==> src/core/atptd_pkg.sv <==
package atptd_pkg;
    // Command block byte positions
    localparam int CB_BYTES = 16;
    localparam int CB_SUBCMD_IDX = 1;
    localparam int CB_ACTION_IDX = 2;
    localparam int CB_MASK_IDX = 3;
    localparam int CB_BLKCNT_IDX = 4;
    localparam int CB_WDATA_IDX = 5;
    localparam int CB_DEVREG_IDX = 11;
    localparam int CB_DEVSEL_BIT = 4;
    localparam int ACT_RDBACK_BIT = 0;
    localparam int ACT_OVERRIDE_BIT = 5;
    localparam logic [7:0] SUBCMD_PASSTHRU = 8'h24;
    localparam int TF_REGS = 8;
    localparam logic [31:0] RDBACK_LEN = 32'h0000_0008;
    localparam logic [7:0] RDBACK_ZERO = 8'h00;
    localparam logic [8:0] BLK_ZERO_MEANS = 9'h100;
    // Taskfile register addresses, indexed by select bit
    localparam logic [9:0] TF_ADDR0 = 10'h3F6;
    localparam logic [9:0] TF_ADDR_BASE = 10'h1F0;
    // Wishbone register map (byte addresses)
    localparam logic [7:0] WB_CTRL = 8'h00;
    localparam logic [7:0] WB_STATUS = 8'h04;
    localparam logic [7:0] WB_RDBACK_LO = 8'h08;
    localparam logic [7:0] WB_RDBACK_HI = 8'h0C;
    localparam logic [7:0] WB_BLKSIZE = 8'h10;
    localparam int CTRL_LUN_DEV_BIT = 0;
    localparam int CTRL_CLR_BIT = 1;
    localparam int ST_BUSY_BIT = 0;
    localparam int ST_DONE_BIT = 1;
    localparam int ST_FAIL_BIT = 2;
    localparam int ST_NOTPT_BIT = 3;

    typedef struct packed {
        logic [9:0] addr;
        logic write;
        logic [7:0] wdata;
    } atptd_tf_req_t;

    typedef struct packed {
        logic [7:0] adr;
        logic [31:0] dat;
        logic we;
        logic [3:0] sel;
        logic cyc;
        logic stb;
    } atptd_wb_req_t;
endpackage

==> src/core/atptd_decoder.sv <==
// Notes on behaviour
// - With the override flag the drive select bit comes from byte 11 bit 4, else the LUN value.
// - The select mask in byte 3 decides which taskfile accesses happen.
// - Mask bits 0..7 map to device control, features, count, number, cyl lo, cyl hi, dev, command.
// - Selected accesses run one after another from bit 0 up to bit 7.
// - Readback is always exactly eight bytes.
// - Unselected registers read back as zero.
// - Readback bytes 3..7 hold sector number, cyl lo, cyl hi, device/head and status.
// - Byte 4 is the largest block size in 512-byte units.
// - Only 0,1,2,4,8,16,32,64,128 are legal and 0 means 256 sectors.
// - An illegal block count ends the command with command-failed status.
// - Write values come from bytes 5 through 12.
// - Write bytes for unselected registers are ignored.
// - Byte 5+n is written to the register of select bit n.
`timescale 1ns/1ps
module atptd_decoder
    import atptd_pkg::*;
(
    // Clock and reset
    input wire logic core_clk,
    input wire logic reset_n,
    // Command block from the bulk-only front end
    input wire logic cmd_valid,
    output logic cmd_ready,
    input wire logic [CB_BYTES*8-1:0] cmd_block,
    input wire logic [31:0] cmd_xfer_len,
    // Completion to the front end
    output logic cmd_done,
    output logic cmd_failed,
    output logic data_phase_start,
    output logic [8:0] data_block_sectors,
    output logic [63:0] rdback_data,
    output logic rdback_valid,
    // Taskfile access port towards the drive
    output atptd_pkg::atptd_tf_req_t tf_req,
    output logic tf_req_valid,
    input wire logic tf_ack,
    input wire logic [7:0] tf_rdata,
    // Wishbone slave
    input wire logic [7:0] wb_adr_i,
    input wire logic [31:0] wb_dat_i,
    input wire logic wb_we_i,
    input wire logic [3:0] wb_sel_i,
    input wire logic wb_cyc_i,
    input wire logic wb_stb_i,
    output logic [31:0] wb_dat_o,
    output logic wb_ack_o
);
    typedef enum logic [2:0] {S_IDLE, S_CHECK, S_ACCESS, S_WAIT, S_FINISH} atptd_state_t;

    atptd_state_t state_reg;
    logic [7:0] cb_reg [CB_BYTES];
    logic [7:0] mask_reg;
    logic [2:0] idx_reg;
    logic [7:0] rdback_reg [TF_REGS];
    logic readback_mode_reg;
    logic fail_reg;
    logic notpt_reg;
    logic done_reg;
    logic lun_dev_reg;
    logic [8:0] blk_sectors_reg;
    logic blk_legal;
    logic [8:0] blk_sectors;
    logic [7:0] wr_byte;
    logic [9:0] cur_addr;
    // Qualifiers shared by the sequencer and the status logic
    logic cmd_take;
    logic finishing;
    logic busy;
    logic fail_any;
    logic len_bad;
    logic ctrl_write;
    logic [31:0] wb_dat_next;

    wire logic [7:0] blk_byte = cb_reg[CB_BLKCNT_IDX];
    wire logic [7:0] act_byte = cb_reg[CB_ACTION_IDX];
    wire logic wb_req = wb_cyc_i && wb_stb_i && !wb_ack_o;

    always_comb begin
        cmd_take = (state_reg == S_IDLE) && cmd_valid;
        finishing = (state_reg == S_FINISH);
        busy = (state_reg != S_IDLE);
        fail_any = fail_reg || notpt_reg;
        ctrl_write = wb_req && wb_we_i && (wb_adr_i == WB_CTRL) && wb_sel_i[0];
        // Length is judged only for readback-only blocks; a data command sets its own
        len_bad = act_byte[ACT_RDBACK_BIT] && (cmd_xfer_len != RDBACK_LEN);
    end

    // Power of two or zero are legal; zero stands for 256
    always_comb begin
        blk_legal = (blk_byte & (blk_byte - 8'h01)) == 8'h00;
        blk_sectors = (blk_byte == 8'h00) ? BLK_ZERO_MEANS : {1'b0, blk_byte};
    end

    // Addresses follow select-bit order; bit 0 is the control block register
    always_comb begin
        cur_addr = (idx_reg == 3'h0) ? TF_ADDR0 : (TF_ADDR_BASE | {7'h00, idx_reg});
        wr_byte = cb_reg[CB_WDATA_IDX + int'(idx_reg)];
        if ((idx_reg == 3'(CB_DEVREG_IDX - CB_WDATA_IDX)) && !act_byte[ACT_OVERRIDE_BIT]) begin
            wr_byte[CB_DEVSEL_BIT] = lun_dev_reg;
        end
    end

    assign cmd_ready = (state_reg == S_IDLE);
    assign tf_req_valid = (state_reg == S_WAIT);

    // Per-command fields latched while the block is checked
    always_ff @(posedge core_clk) begin
        if (!reset_n) begin
            mask_reg <= 8'h00;
            readback_mode_reg <= 1'b0;
        end else if (state_reg == S_CHECK) begin
            mask_reg <= cb_reg[CB_MASK_IDX];
            readback_mode_reg <= act_byte[ACT_RDBACK_BIT];
        end
    end

    // Index walk: one step per skipped bit or acknowledged access; it stops at
    // bit 7 so a full mask never wraps back to bit 0
    always_ff @(posedge core_clk) begin
        if (!reset_n || state_reg == S_CHECK) begin
            idx_reg <= 3'h0;
        end else if (state_reg == S_ACCESS && !mask_reg[idx_reg] && idx_reg != 3'h7) begin
            idx_reg <= idx_reg + 3'h1;
        end else if (state_reg == S_WAIT && tf_ack && idx_reg != 3'h7) begin
            idx_reg <= idx_reg + 3'h1;
        end
    end

    // Request word loads only for selected bits and holds through the wait,
    // since the drive may take any number of cycles to acknowledge
    always_ff @(posedge core_clk) begin
        if (!reset_n) begin
            tf_req <= '0;
        end else if (state_reg == S_ACCESS && mask_reg[idx_reg]) begin
            tf_req.addr <= cur_addr;
            tf_req.write <= !readback_mode_reg;
            tf_req.wdata <= wr_byte;
        end
    end

    // Sequencer: check, then an access and a wait per selected bit, then finish;
    // unselected bits cost one cycle each
    always_ff @(posedge core_clk) begin
        if (!reset_n) begin
            state_reg <= S_IDLE;
        end else begin
            unique case (state_reg)
                S_IDLE: begin
                    if (cmd_take) begin
                        state_reg <= S_CHECK;
                    end
                end
                S_CHECK: begin
                    // Nothing touches the drive for foreign or malformed blocks
                    if (cb_reg[CB_SUBCMD_IDX] != SUBCMD_PASSTHRU || !blk_legal
                        || len_bad) begin
                        state_reg <= S_FINISH;
                    end else begin
                        state_reg <= S_ACCESS;
                    end
                end
                S_ACCESS: begin
                    if (mask_reg[idx_reg]) begin
                        state_reg <= S_WAIT;
                    end else if (idx_reg == 3'h7) begin
                        state_reg <= S_FINISH;
                    end
                end
                S_WAIT: begin
                    if (tf_ack) begin
                        state_reg <= (idx_reg == 3'h7) ? S_FINISH : S_ACCESS;
                    end
                end
                S_FINISH: begin
                    state_reg <= S_IDLE;
                end
            endcase
        end
    end

    // Command block capture; the copy is frozen until the next take, so every
    // later block field comes from these flops; only cmd_xfer_len is read live, in the check state
    generate
        for (genvar i = 0; i < CB_BYTES; i++) begin : g_cb
            always_ff @(posedge core_clk) begin
                if (!reset_n) begin
                    cb_reg[i] <= 8'h00;
                end else if (cmd_take) begin
                    cb_reg[i] <= cmd_block[i*8 +: 8];
                end
            end
        end
    endgenerate

    // Readback bytes: zeroed per command, filled only for selected reads
    generate
        for (genvar r = 0; r < TF_REGS; r++) begin : g_rb
            always_ff @(posedge core_clk) begin
                if (!reset_n || state_reg == S_CHECK) begin
                    rdback_reg[r] <= RDBACK_ZERO;
                end else if (state_reg == S_WAIT && tf_ack && readback_mode_reg
                             && idx_reg == 3'(r)) begin
                    rdback_reg[r] <= tf_rdata;
                end
            end
            assign rdback_data[r*8 +: 8] = rdback_reg[r];
        end
    endgenerate

    // Completion pulses, one cycle each, in the cycle after the finish state; done always, the others by verdict and mode
    always_ff @(posedge core_clk) begin
        if (!reset_n) begin
            cmd_done <= 1'b0;
            cmd_failed <= 1'b0;
            rdback_valid <= 1'b0;
            data_phase_start <= 1'b0;
        end else begin
            cmd_done <= finishing;
            cmd_failed <= finishing && fail_any;
            rdback_valid <= finishing && readback_mode_reg && !fail_any;
            // A readback with the wrong length is refused rather than truncated
            data_phase_start <= finishing && !readback_mode_reg && !fail_any;
        end
    end

    // Verdict flags stand until the next block is checked, so software may read
    // them long after the completion pulse
    always_ff @(posedge core_clk) begin
        if (!reset_n) begin
            fail_reg <= 1'b0;
            notpt_reg <= 1'b0;
        end else if (state_reg == S_CHECK) begin
            notpt_reg <= (cb_reg[CB_SUBCMD_IDX] != SUBCMD_PASSTHRU);
            fail_reg <= !blk_legal || len_bad;
        end
    end

    // Block size is decoded once per command and held for the data phase
    always_ff @(posedge core_clk) begin
        if (!reset_n) begin
            blk_sectors_reg <= 9'h000;
            data_block_sectors <= 9'h000;
        end else if (state_reg == S_CHECK) begin
            blk_sectors_reg <= blk_sectors;
            data_block_sectors <= blk_sectors;
        end
    end

    // Sticky done; a finish in the same cycle as a software clear wins, so a
    // completion is never lost to a late clear
    always_ff @(posedge core_clk) begin
        if (!reset_n) begin
            done_reg <= 1'b0;
        end else if (finishing) begin
            done_reg <= 1'b1;
        end else if (ctrl_write && wb_dat_i[CTRL_CLR_BIT]) begin
            done_reg <= 1'b0;
        end
    end

    // Wishbone slave: ack one cycle after the request, high for exactly one cycle
    always_ff @(posedge core_clk) begin
        if (!reset_n) begin
            wb_ack_o <= 1'b0;
        end else begin
            wb_ack_o <= wb_req;
        end
    end

    // Unit select bit used for the device register unless the block overrides it
    always_ff @(posedge core_clk) begin
        if (!reset_n) begin
            lun_dev_reg <= 1'b0;
        end else if (ctrl_write) begin
            lun_dev_reg <= wb_dat_i[CTRL_LUN_DEV_BIT];
        end
    end

    // Read mux; unmapped offsets read as zero and writes to them are dropped,
    // so software probing the map never disturbs a running command
    always_comb begin
        unique case (wb_adr_i)
            WB_CTRL: wb_dat_next = {31'h0, lun_dev_reg};
            WB_STATUS: wb_dat_next = {28'h0, notpt_reg, fail_reg, done_reg,
                                      busy};
            WB_RDBACK_LO: wb_dat_next = {rdback_reg[3], rdback_reg[2],
                                         rdback_reg[1], rdback_reg[0]};
            WB_RDBACK_HI: wb_dat_next = {rdback_reg[7], rdback_reg[6],
                                         rdback_reg[5], rdback_reg[4]};
            WB_BLKSIZE: wb_dat_next = {23'h0, blk_sectors_reg};
            default: wb_dat_next = 32'h0000_0000;
        endcase
    end

    // Read data is registered so that it stands with the ack
    always_ff @(posedge core_clk) begin
        if (!reset_n) begin
            wb_dat_o <= 32'h0000_0000;
        end else if (wb_req && !wb_we_i) begin
            wb_dat_o <= wb_dat_next;
        end
    end
endmodule // atptd_decoder

==> config.mk <==
export PLATFORM = sky130hd
export DESIGN_NAME = atptd_decoder
export DESIGN_NICKNAME = d
export VERILOG_FILES = /design/src/core/atptd_pkg.sv /design/src/core/atptd_decoder.sv
export SDC_FILE = /design/constraint.sdc
export NUM_CORES = 1
export LEC_CHECK = 0
export BUFFER_PORTS_ARGS = -buffer_cell sky130_fd_sc_hd__buf_2
export CAP_MARGIN = 20
export CORE_MARGIN = 3
export CORE_UTILIZATION = 25
export DETAILED_ROUTE_END_ITERATION = 8
export RECOVER_POWER = 25
export REMOVE_ABC_BUFFERS = 1
export SYNTH_ARGS = -nofsm -noshare
export SYNTH_HDL_FRONTEND = slang
export SYNTH_SLANG_ARGS = --single-unit
==> constraint.sdc <==
create_clock -name core_clk -period 11.75 [get_ports core_clk]
set_clock_uncertainty 0.2 [all_clocks]
set_input_delay 2.9375 -clock core_clk [delete_from_list [all_inputs] [get_ports core_clk]]
set_output_delay 2.9375 -clock core_clk [all_outputs]
set_load 0.01 [all_outputs]
==> results of run 1 <==
## worst min-delay path by stage
stage,cells past startpoint,from,end
6_report,2,wb_dat_o[20],wb_dat_o[20]
2_1_floorplan,2,mask_reg[4],mask_reg[4]
3_3_place_gp,2,wb_dat_o[16],wb_dat_o[16]
4_1_cts,2,wb_dat_o[27],wb_dat_o[27]
5_1_grt,2,wb_dat_o[12],wb_dat_o[12]
3_5_place_dp,2,wb_dat_o[27],wb_dat_o[27]
## cells in the final DEF (no fill, tap or decap), types with 6 or more instances in the layout
cell,n
buf_2,274
edfxtp_1,192
and2_1,191
nand2_1,92
dfxtp_1,78
clkbuf_1,53
clkbuf_16,31
a21oi_1,30
nor2_1,25
mux4_2,25
a22oi_1,24
o21ai_0,23
o21ai_1,22
mux4_1,17
and3_1,10
nor4_1,9
buf_4,9
nand3_1,7
and2_0,7
nand3_2,7
a21oi_2,6
clkinv_1,6
## power groups by stage
stage          Clock, mW  Combinational (mW)  Sequential, mW
4_1_cts            0.957               0.180            1.13
2_1_floorplan          0              0.0794            1.15
5_1_grt            0.985               0.194            1.14
3_3_place_gp           0               0.177            1.15
6_report           0.925               0.175            1.13
3_5_place_dp           0               0.180            1.16
## cell type report
class                           count  area (µm²)
Sequential cell                   271        7348
Tap cell                          607       759.5
Inverter                            5       18.77
Clock buffer                       40       809.5
Multi-Input combinational cell    577        4268
Fill cell                        4718       31980
Timing Repair Buffer              328        1619
Clock inverter                     18       148.9
## critical path, stage by stage
cell and delay [ns]:
buf_2 0.07, clkbuf_1 1.56, nand2_1 2.11, buf_4 0.92
## stage by stage
stage	worst slack (ns)	instance area [µm²]	total power [mW]	std cells	utilization
final	4.013	14970	2.235	1846	0.3189
after global routing	3.506	14970	2.321	1846	0.3189
after CTS	6.626	15050	2.272	1845	0.3205
after global placement	6.058	14090	1.329	1787	0.3001
after floorplan	5.331	11640	1.229	853	-
after detailed placement	6.006	14090	1.335	1787	0.3001
## layer usage
layer,up-vias,track usage,share of wire
met4,4,0.03075,0.016
met5,-,0,0.00075
met3,46,0.02670,0.061
met2,304,0.2388,0.49
met1,4038,0.1760,0.43
li1,3946,-,-
## kinds of logic (layout without fill, tap and decap cells)
family,count (synthesis),count (layout),synth area share
simple gates,385,385,0.1821
flops,271,271,0.6122
compound gates,131,131,0.07173
buf+inv,65,391,0.03180
mux,51,51,0.09310
fa+ha+maj,8,8,0.008027
other cells,1,1,0.0003125
xor+xnor,1,1,0.0007299
==> key figures, run 1 <==
Yosys
  – Area contributors post-synth: edfxtp_1 (48%), dfxtp_1 (13%), and2_1 (10%)
  – Top cell type's share of synthesized area: 0.4804
  – Number of distinct library cells after synthesis: 64
  – EDFF count, synth: 192
  – Most frequent cell after synthesis: and2_1
  – Post-synth ARST share: 0
  – Synth warn: 0
  – Synthesized flop and latch total: 271
  – Synth area leader: edfxtp_1
  – Synthesized area: 12000 µm²
  – Syn avg cell area: 13.15 µm²
  – Synth Flop Type: edfxtp_1
  – Seq/Total Area, Yosys: 0.6122
  – Gate Count Post-Synth: 913
  – Most instantiated cells after synthesis: and2_1 (198), edfxtp_1 (192), nand2_1 (92)

Setup path
  – Worst r2r dst: cb_reg[0][7]
  – Setup CP Type: input pin to flip-flop
  – Worst EP required: 11.74 ns
  – Worst EP arrival: 7.72 ns
  – Reg2Reg Setup Slack: 7.17 ns
  – R2R cell count: 4
  – CP Max Fanout: 73
  – Critical Path Start Type: input pin
  – FF-to-FF Start: state_reg[0]
  – Crit path to: cb_reg[0][7]
  – Worst Setup End Kind: flip-flop
  – Launch point of the critical path: reset_n

Timing
  – Final setup TNS: 0 ns
  – Max Fclk: 0.1292 GHz
  – Final Cycle Share: 0.6585
  – Final hold violation count: 0
  – Slew Viols, Final: 121
  – RSZ-0062 raised after global routing: no
  – Hold WS: 0.2462 ns
  – Final period demand of the worst path: 7.737 ns
  – Final setup violation count: 0
  – Worst slew pin tran: 2.307 ns
  – Slew margin rel.: -0.5417

CTS
  – Post-CTS setup buffers: 0
  – Hold buffers post-CTS: 0
  – CTS Buf Count: 31
  – Clk Latency, worst-skew pair: 0.58 ns
  – CTS resizes: 0
  – H-tree depth: 1
  – CTS tree: done
  – Clock slew at reported path FFs: 0.06 ns
  – Clock Tree Buf Depth: 3
  – Root Driver: clkbuf_16
  – Clock sink count: 271

Run status
  – Failing checks: capacitance limit, slew limit
  – Status: finished with violations

Power
  – NetSw: 0.5318 mW
  – Peak VDD IR: 102.7 µV
  – Comb power frac: 0.078
  – Switching Share: 0.2380
  – Internal Pwr Total: 1.703 mW
  – P_leak: 5.846 nW
  – Flop pwr share: 0.508
  – Pwr/cell area: 149.3 nW/µm²
  – Power share of the clock group: 0.414

Place
  – Routability cong.: 0.7604
  – I/O Buffers: 315
  – Detail Placement HPWL: 26130 µm

Detailed routing
  – Vias per cell: 4.517
  – Drt pass-1 iters: 4
  – Drt total wl: 35810 µm
  – Antenna viol nets, final: 0
  – DRC: 0
  – Starting DRT DRC Count: 474
  – Avg WL per Cell: 19.40 µm
  – Via count: 8338

Global route
  – Largest net degree at the start of global routing: 129
  – Grt total ovfl: 0
  – GRT Overall Usage: 0.1367
  – First-pass GRT wire length: 52180 µm
  – Initial antenna violation count: 3
  – Vias in the first global route: 8490

Cells and area
  – Ant. Diodes: 0
  – Max reg flops: 128
  – Layout Nets: 1439
  – Share of post-route cells with drive strength above 1: 0.3180
  – Area Growth Syn to Fin: 24.75%

Die
  – DIE WIDTH: 225.1 µm
  – Die footprint: 50670 µm²
  – Boundary pin count: 350
  – Die Ht: 225.1 µm
  – Total core area: 46950 µm²
  – Initial core utilization: 0.2556
  – FP Rows: 79

Min path
  – HP Class: flip-flop to flip-flop

Flow run
  – Reported max-cap violation count: 3
Note: power is estimated with default switching activity, not from simulation.
==> run 2: changes to the inputs <==
==> constraint.sdc (replaced) <==
create_clock -name core_clk -period 6.6 [get_ports core_clk]
set_clock_uncertainty 0.2 [all_clocks]
set_input_delay 1.65 -clock core_clk [delete_from_list [all_inputs] [get_ports core_clk]]
set_output_delay 1.65 -clock core_clk [all_outputs]
set_load 0.01 [all_outputs]
==> key figures, run 2 (synthesis gave the netlist of run 1 again) <==
Run status
  – Status: finished with violations
  – Failing checks: capacitance limit, slew limit

CTS
  – CTS tree: done
  – Post-CTS setup buffers: 0
  – CTS resizes: 0
  – Clock sink count: 271
  – Clk Latency, worst-skew pair: 0.52 ns
  – Clock Tree Buf Depth: 3
  – H-tree depth: 2
  – CTS Buf Count: 34
  – Hold buffers post-CTS: 0
  – Root Driver: clkbuf_16
  – Clock slew at reported path FFs: 0.06 ns

Timing
  – Max Fclk: 0.2260 GHz
  – Final setup TNS: 0 ns
  – RSZ-0062 raised after global routing: no
  – Final hold violation count: 0
  – Final Cycle Share: 0.6703
  – Final setup violation count: 0
  – Worst slew pin tran: 1.749 ns
  – Slew margin rel.: -0.1704
  – Worst setup margin: 2.176 ns
  – Final period demand of the worst path: 4.424 ns
  – Hold WS: 0.2454 ns
  – Slew Viols, Final: 29

Cells and area
  – Final-layout fill cell count: 4781
  – Max reg flops: 128
  – Register Area: 7348 µm²
  – Share of post-route cells with drive strength above 1: 0.2886
  – Most frequent cells in the layout: buf_2 (222), edfxtp_1 (192), and2_1 (177), clkbuf_1 (101), nand2_1 (91)
  – Post-layout util: 0.3216
  – Layout Nets: 1445
  – Ant. Diodes: 0
  – Final Non-Filler Cells: 1851
  – Area taken by multi-input logic gates: 4275 µm²
  – Area Growth Syn to Fin: 25.80%
  – Most common library cell in the layout ignoring fill and taps: buf_2
  – Final instance area: 15100 µm²

Place
  – Routability cong.: 0.7631
  – Placed cells: 1789
  – Area after DPL: 14110 µm²
  – Detail Placement HPWL: 26270 µm
  – I/O Buffers: 315
  – Placement Setup Slack: 2.232 ns

Power
  – NetSw: 0.9592 mW
  – Internal Pwr Total: 3.185 mW
  – Total power: 4.144 mW
  – Peak VDD IR: 201.8 µV
  – Flop pwr share: 0.488
  – Switching Share: 0.2315
  – P_leak: 5.752 nW
  – Power share of the clock group: 0.437
  – Comb power frac: 0.075
  – Pwr/cell area: 274.5 nW/µm²

Die
  – Boundary pin count: 350
  – FP Rows: 79
  – Die footprint: 50670 µm²
  – DIE WIDTH: 225.1 µm
  – Initial core utilization: 0.2556
  – Die Ht: 225.1 µm
  – Total core area: 46950 µm²

Setup path
  – FF-to-FF Start: idx_reg[0]
  – R2R cell count: 8
  – CP Max Fanout: 64
  – Setup CP Type: input pin to flip-flop
  – Reg2Reg Setup Slack: 2.64 ns
  – Worst EP arrival: 4.60 ns
  – Critical Path Start Type: input pin
  – Worst r2r dst: tf_req[4]
  – Worst EP required: 6.77 ns
  – Worst Setup End Kind: flip-flop

Flow run
  – Reported max-cap violation count: 1

Min path
  – Hold depth: 2
  – HP Class: flip-flop to flip-flop
  – Hold Path Origin: wb_dat_o[27]
  – End point of the worst hold path: wb_dat_o[27]

Detailed routing
  – Antenna viol nets, final: 0
  – Avg WL per Cell: 19.42 µm
  – Vias per cell: 4.536
  – Drt pass-1 iters: 5
  – DRC: 0
  – Via count: 8396
  – Drt total wl: 35950 µm
  – Starting DRT DRC Count: 399

Global route
  – Initial antenna violation count: 2
  – Grt total ovfl: 0
  – Largest net degree at the start of global routing: 71
  – Vias in the first global route: 8462
  – First-pass GRT wire length: 52100 µm
  – GRT Overall Usage: 0.1384
run 2: cell count changes in the layout (fill, tap and decap cells not counted), sizes merged:
cell / previous run / this run
clkinvlp: 2 / 1
clkbuf: 84 / 140
buf: 284 / 237
inv: 7 / 6
clkinv: 12 / 10
run 2: worst max-delay path, cell delays in order:
cell	delay, ns
clkbuf_1	0.20
inv_1	0.38
nor2_1	1.43
buf_16	0.26
buf_4	0.41
and2_1	0.20
run 2: power groups by stage:
stage                     logic [mW]  registers (mW)  clock network (mW)
after floorplan                0.141            2.05                   0
after global placement         0.315            2.05                   0
after detailed placement       0.320            2.06                   0
after CTS                      0.321            2.02                1.89
after global routing           0.344            2.03                1.94
final                          0.311            2.02                1.81
run 2: worst max-delay path by stage:
stage               startpoint             to  slack (ns)  cells past startpoint
finish                 reset_n  cb_reg[14][6]        2.18                      6
global route           reset_n  cb_reg[14][6]        1.89                      6
CTS                 idx_reg[0]      tf_req[4]        2.52                      8
detailed placement     reset_n  cb_reg[14][6]        2.23                      5
global placement       reset_n   cb_reg[3][3]        2.24                      5
floorplan              reset_n   cb_reg[0][0]        1.47                      3
run 2: layout make-up:
cell class / instances / share of cell area
Tap cell: 607 / 0.05030
Timing Repair Buffer: 331 / 0.1062
Clock buffer: 46 / 0.06340
Clock inverter: 14 / 0.008950
Inverter: 5 / 0.001243
Multi-Input combinational cell: 577 / 0.2832
Sequential cell: 271 / 0.4867
run 2: per-layer routing:
metal  global-route usage  up-vias  share of wire
met5                    0        -        0.00075
met4              0.05289        4          0.031
met3              0.03452       58          0.070
met2               0.2367      316           0.48
met1               0.1689     4065           0.41
li1                     -     3953              -
==> run 3: changes to the inputs <==
==> constraint.sdc (replaced) <==
create_clock -name core_clk -period 4.06 [get_ports core_clk]
set_clock_uncertainty 0.2 [all_clocks]
set_input_delay 1.015 -clock core_clk [delete_from_list [all_inputs] [get_ports core_clk]]
set_output_delay 1.015 -clock core_clk [all_outputs]
set_load 0.01 [all_outputs]
==> key figures, run 3 (synthesis gave the netlist of run 1 again) <==
Setup path
  – Setup CP Type: flip-flop to output port
  – Critical path depth in cells: 2
  – Crit path buf inv count: 1
  – R2R cell count: 7
  – CP Max Fanout: 18
  – Worst EP arrival: 2.01 ns
  – CP delay by family, top: simple AND/OR/NAND/NOR gates
  – CP cell instances: nor3_1 > buf_2
  – Crit path to: cmd_ready
  – Slowest stage delay, CP: 0.66 ns
  – Launch point of the critical path: state_reg[0]
  – Worst Setup End Kind: output port
  – Worst EP required: 2.84 ns
  – FF-to-FF Start: idx_reg[1]
  – Worst r2r dst: tf_req[4]
  – Reg2Reg Setup Slack: 1.05 ns
  – Critical Path Start Type: flip-flop
  – Slowest cell on the critical path: nor3_1

CTS
  – Hold buffers post-CTS: 0
  – Clock slew at reported path FFs: 0.06 ns
  – Clock sink count: 271
  – CTS tree: done
  – CTS resizes: 0
  – Root Driver: clkbuf_16
  – Post-CTS setup buffers: 0
  – CTS Buf Count: 31
  – H-tree depth: 1
  – Clock Tree Buf Depth: 3
  – Clk Latency, worst-skew pair: 0.57 ns

Detailed routing
  – Drt pass-1 iters: 4
  – DRC: 0
  – Drt total wl: 36060 µm
  – Via count: 8315
  – Antenna viol nets, final: 0
  – Vias per cell: 4.485
  – Starting DRT DRC Count: 341
  – Avg WL per Cell: 19.45 µm

Run status
  – Failing checks: capacitance limit, slew limit
  – Status: finished with violations

Flow run
  – Reported max-cap violation count: 1

Die
  – Boundary pin count: 350
  – Total core area: 46950 µm²
  – DIE WIDTH: 225.1 µm
  – Die footprint: 50670 µm²
  – FP Rows: 79
  – Initial core utilization: 0.2556
  – Die Ht: 225.1 µm

Global route
  – Initial antenna violation count: 3
  – Grt total ovfl: 0
  – Largest net degree at the start of global routing: 65
  – First-pass GRT wire length: 51750 µm
  – Vias in the first global route: 8353
  – GRT Overall Usage: 0.1369

Power
  – Power share of the clock group: 0.438
  – NetSw: 1.576 mW
  – Flop pwr share: 0.485
  – Peak VDD IR: 268.7 µV
  – Total power: 6.760 mW
  – Switching Share: 0.2332
  – Internal Pwr Total: 5.184 mW
  – Comb power frac: 0.077
  – P_leak: 5.750 nW
  – Pwr/cell area: 446.4 nW/µm²

Cells and area
  – Area Growth Syn to Fin: 26.19%
  – Layout Nets: 1448
  – Ant. Diodes: 0
  – Most common library cell in the layout ignoring fill and taps: buf_2
  – Max reg flops: 128
  – Final Non-Filler Cells: 1854
  – Share of post-route cells with drive strength above 1: 0.2807
  – Most frequent cells in the layout: buf_2 (210), and2_1 (198), edfxtp_1 (192), clkbuf_1 (111), nand2_1 (91)

Timing
  – Final Cycle Share: 0.7951
  – Hold WS: 0.2459 ns
  – Final setup TNS: 0 ns
  – Slew Viols, Final: 30
  – Slew margin rel.: -0.09043
  – Worst slew pin tran: 1.636 ns
  – Worst setup margin: 0.8321 ns
  – Final setup violation count: 0
  – Max Fclk: 0.3098 GHz
  – Final period demand of the worst path: 3.228 ns
  – Final hold violation count: 0
  – RSZ-0062 raised after global routing: no

Min path
  – HP Class: flip-flop to flip-flop

Place
  – Routability cong.: 0.7593
  – Detail Placement HPWL: 26650 µm
  – I/O Buffers: 315
  – Placed cells: 1797
  – Placement Setup Slack: 0.9001 ns
## run 3: final cells by class
class,count,area [µm²]
clock inverters,21,276.5
repair buffers,337,1669
clock buffers,36,794.5
fillers,4778,31810
flip-flops and latches,271,7348
inverters,5,18.77
well taps,607,759.5
multi-input cells,577,4278
## run 3: worst min-delay path by stage
stage | depth (start not counted) | end | startpoint | slack, ns
detailed placement | 2 | wb_dat_o[27] | wb_dat_o[27] | 0.24
floorplan | 2 | mask_reg[4] | mask_reg[4] | 0.23
global route | 2 | wb_dat_o[9] | wb_dat_o[9] | 0.27
CTS | 2 | wb_dat_o[27] | wb_dat_o[27] | 0.25
finish | 2 | wb_dat_o[30] | wb_dat_o[30] | 0.25
global placement | 2 | wb_dat_o[18] | wb_dat_o[18] | 0.23
## run 3: power by group through the flow
stage | Clock [mW] | Sequential [mW] | Combinational [mW]
2_1_floorplan | 0 | 3.33 | 0.230
3_3_place_gp | 0 | 3.33 | 0.534
3_5_place_dp | 0 | 3.34 | 0.543
4_1_cts | 3.05 | 3.28 | 0.544
5_1_grt | 3.15 | 3.30 | 0.570
6_report | 2.96 | 3.28 | 0.519
## run 3: worst reg2reg max path: stages (launching register included)
cell and delay [ns]:
dfxtp_1 0.53, inv_1 0.15, ha_2 0.50, buf_12 0.27, mux4_2 0.54, mux4_2 0.47
mux2i_1 0.15, a21oi_1 0.08
## run 3: per-stage QoR
step                        util  cell area [µm²]
after CTS                 0.3259            15300
after detailed placement  0.3031            14230
after floorplan                -            11640
after global placement    0.3031            14230
after global routing      0.3226            15140
final                     0.3226            15140
## run 3: per-layer routing
layer / track usage / vias up / part of all wire
li1: - / 3955 / -
met1: 0.1763 / 4015 / 0.43
met2: 0.2336 / 291 / 0.48
met3: 0.02892 / 50 / 0.062
met4: 0.03834 / 4 / 0.024
met5: 0 / - / 0.00067
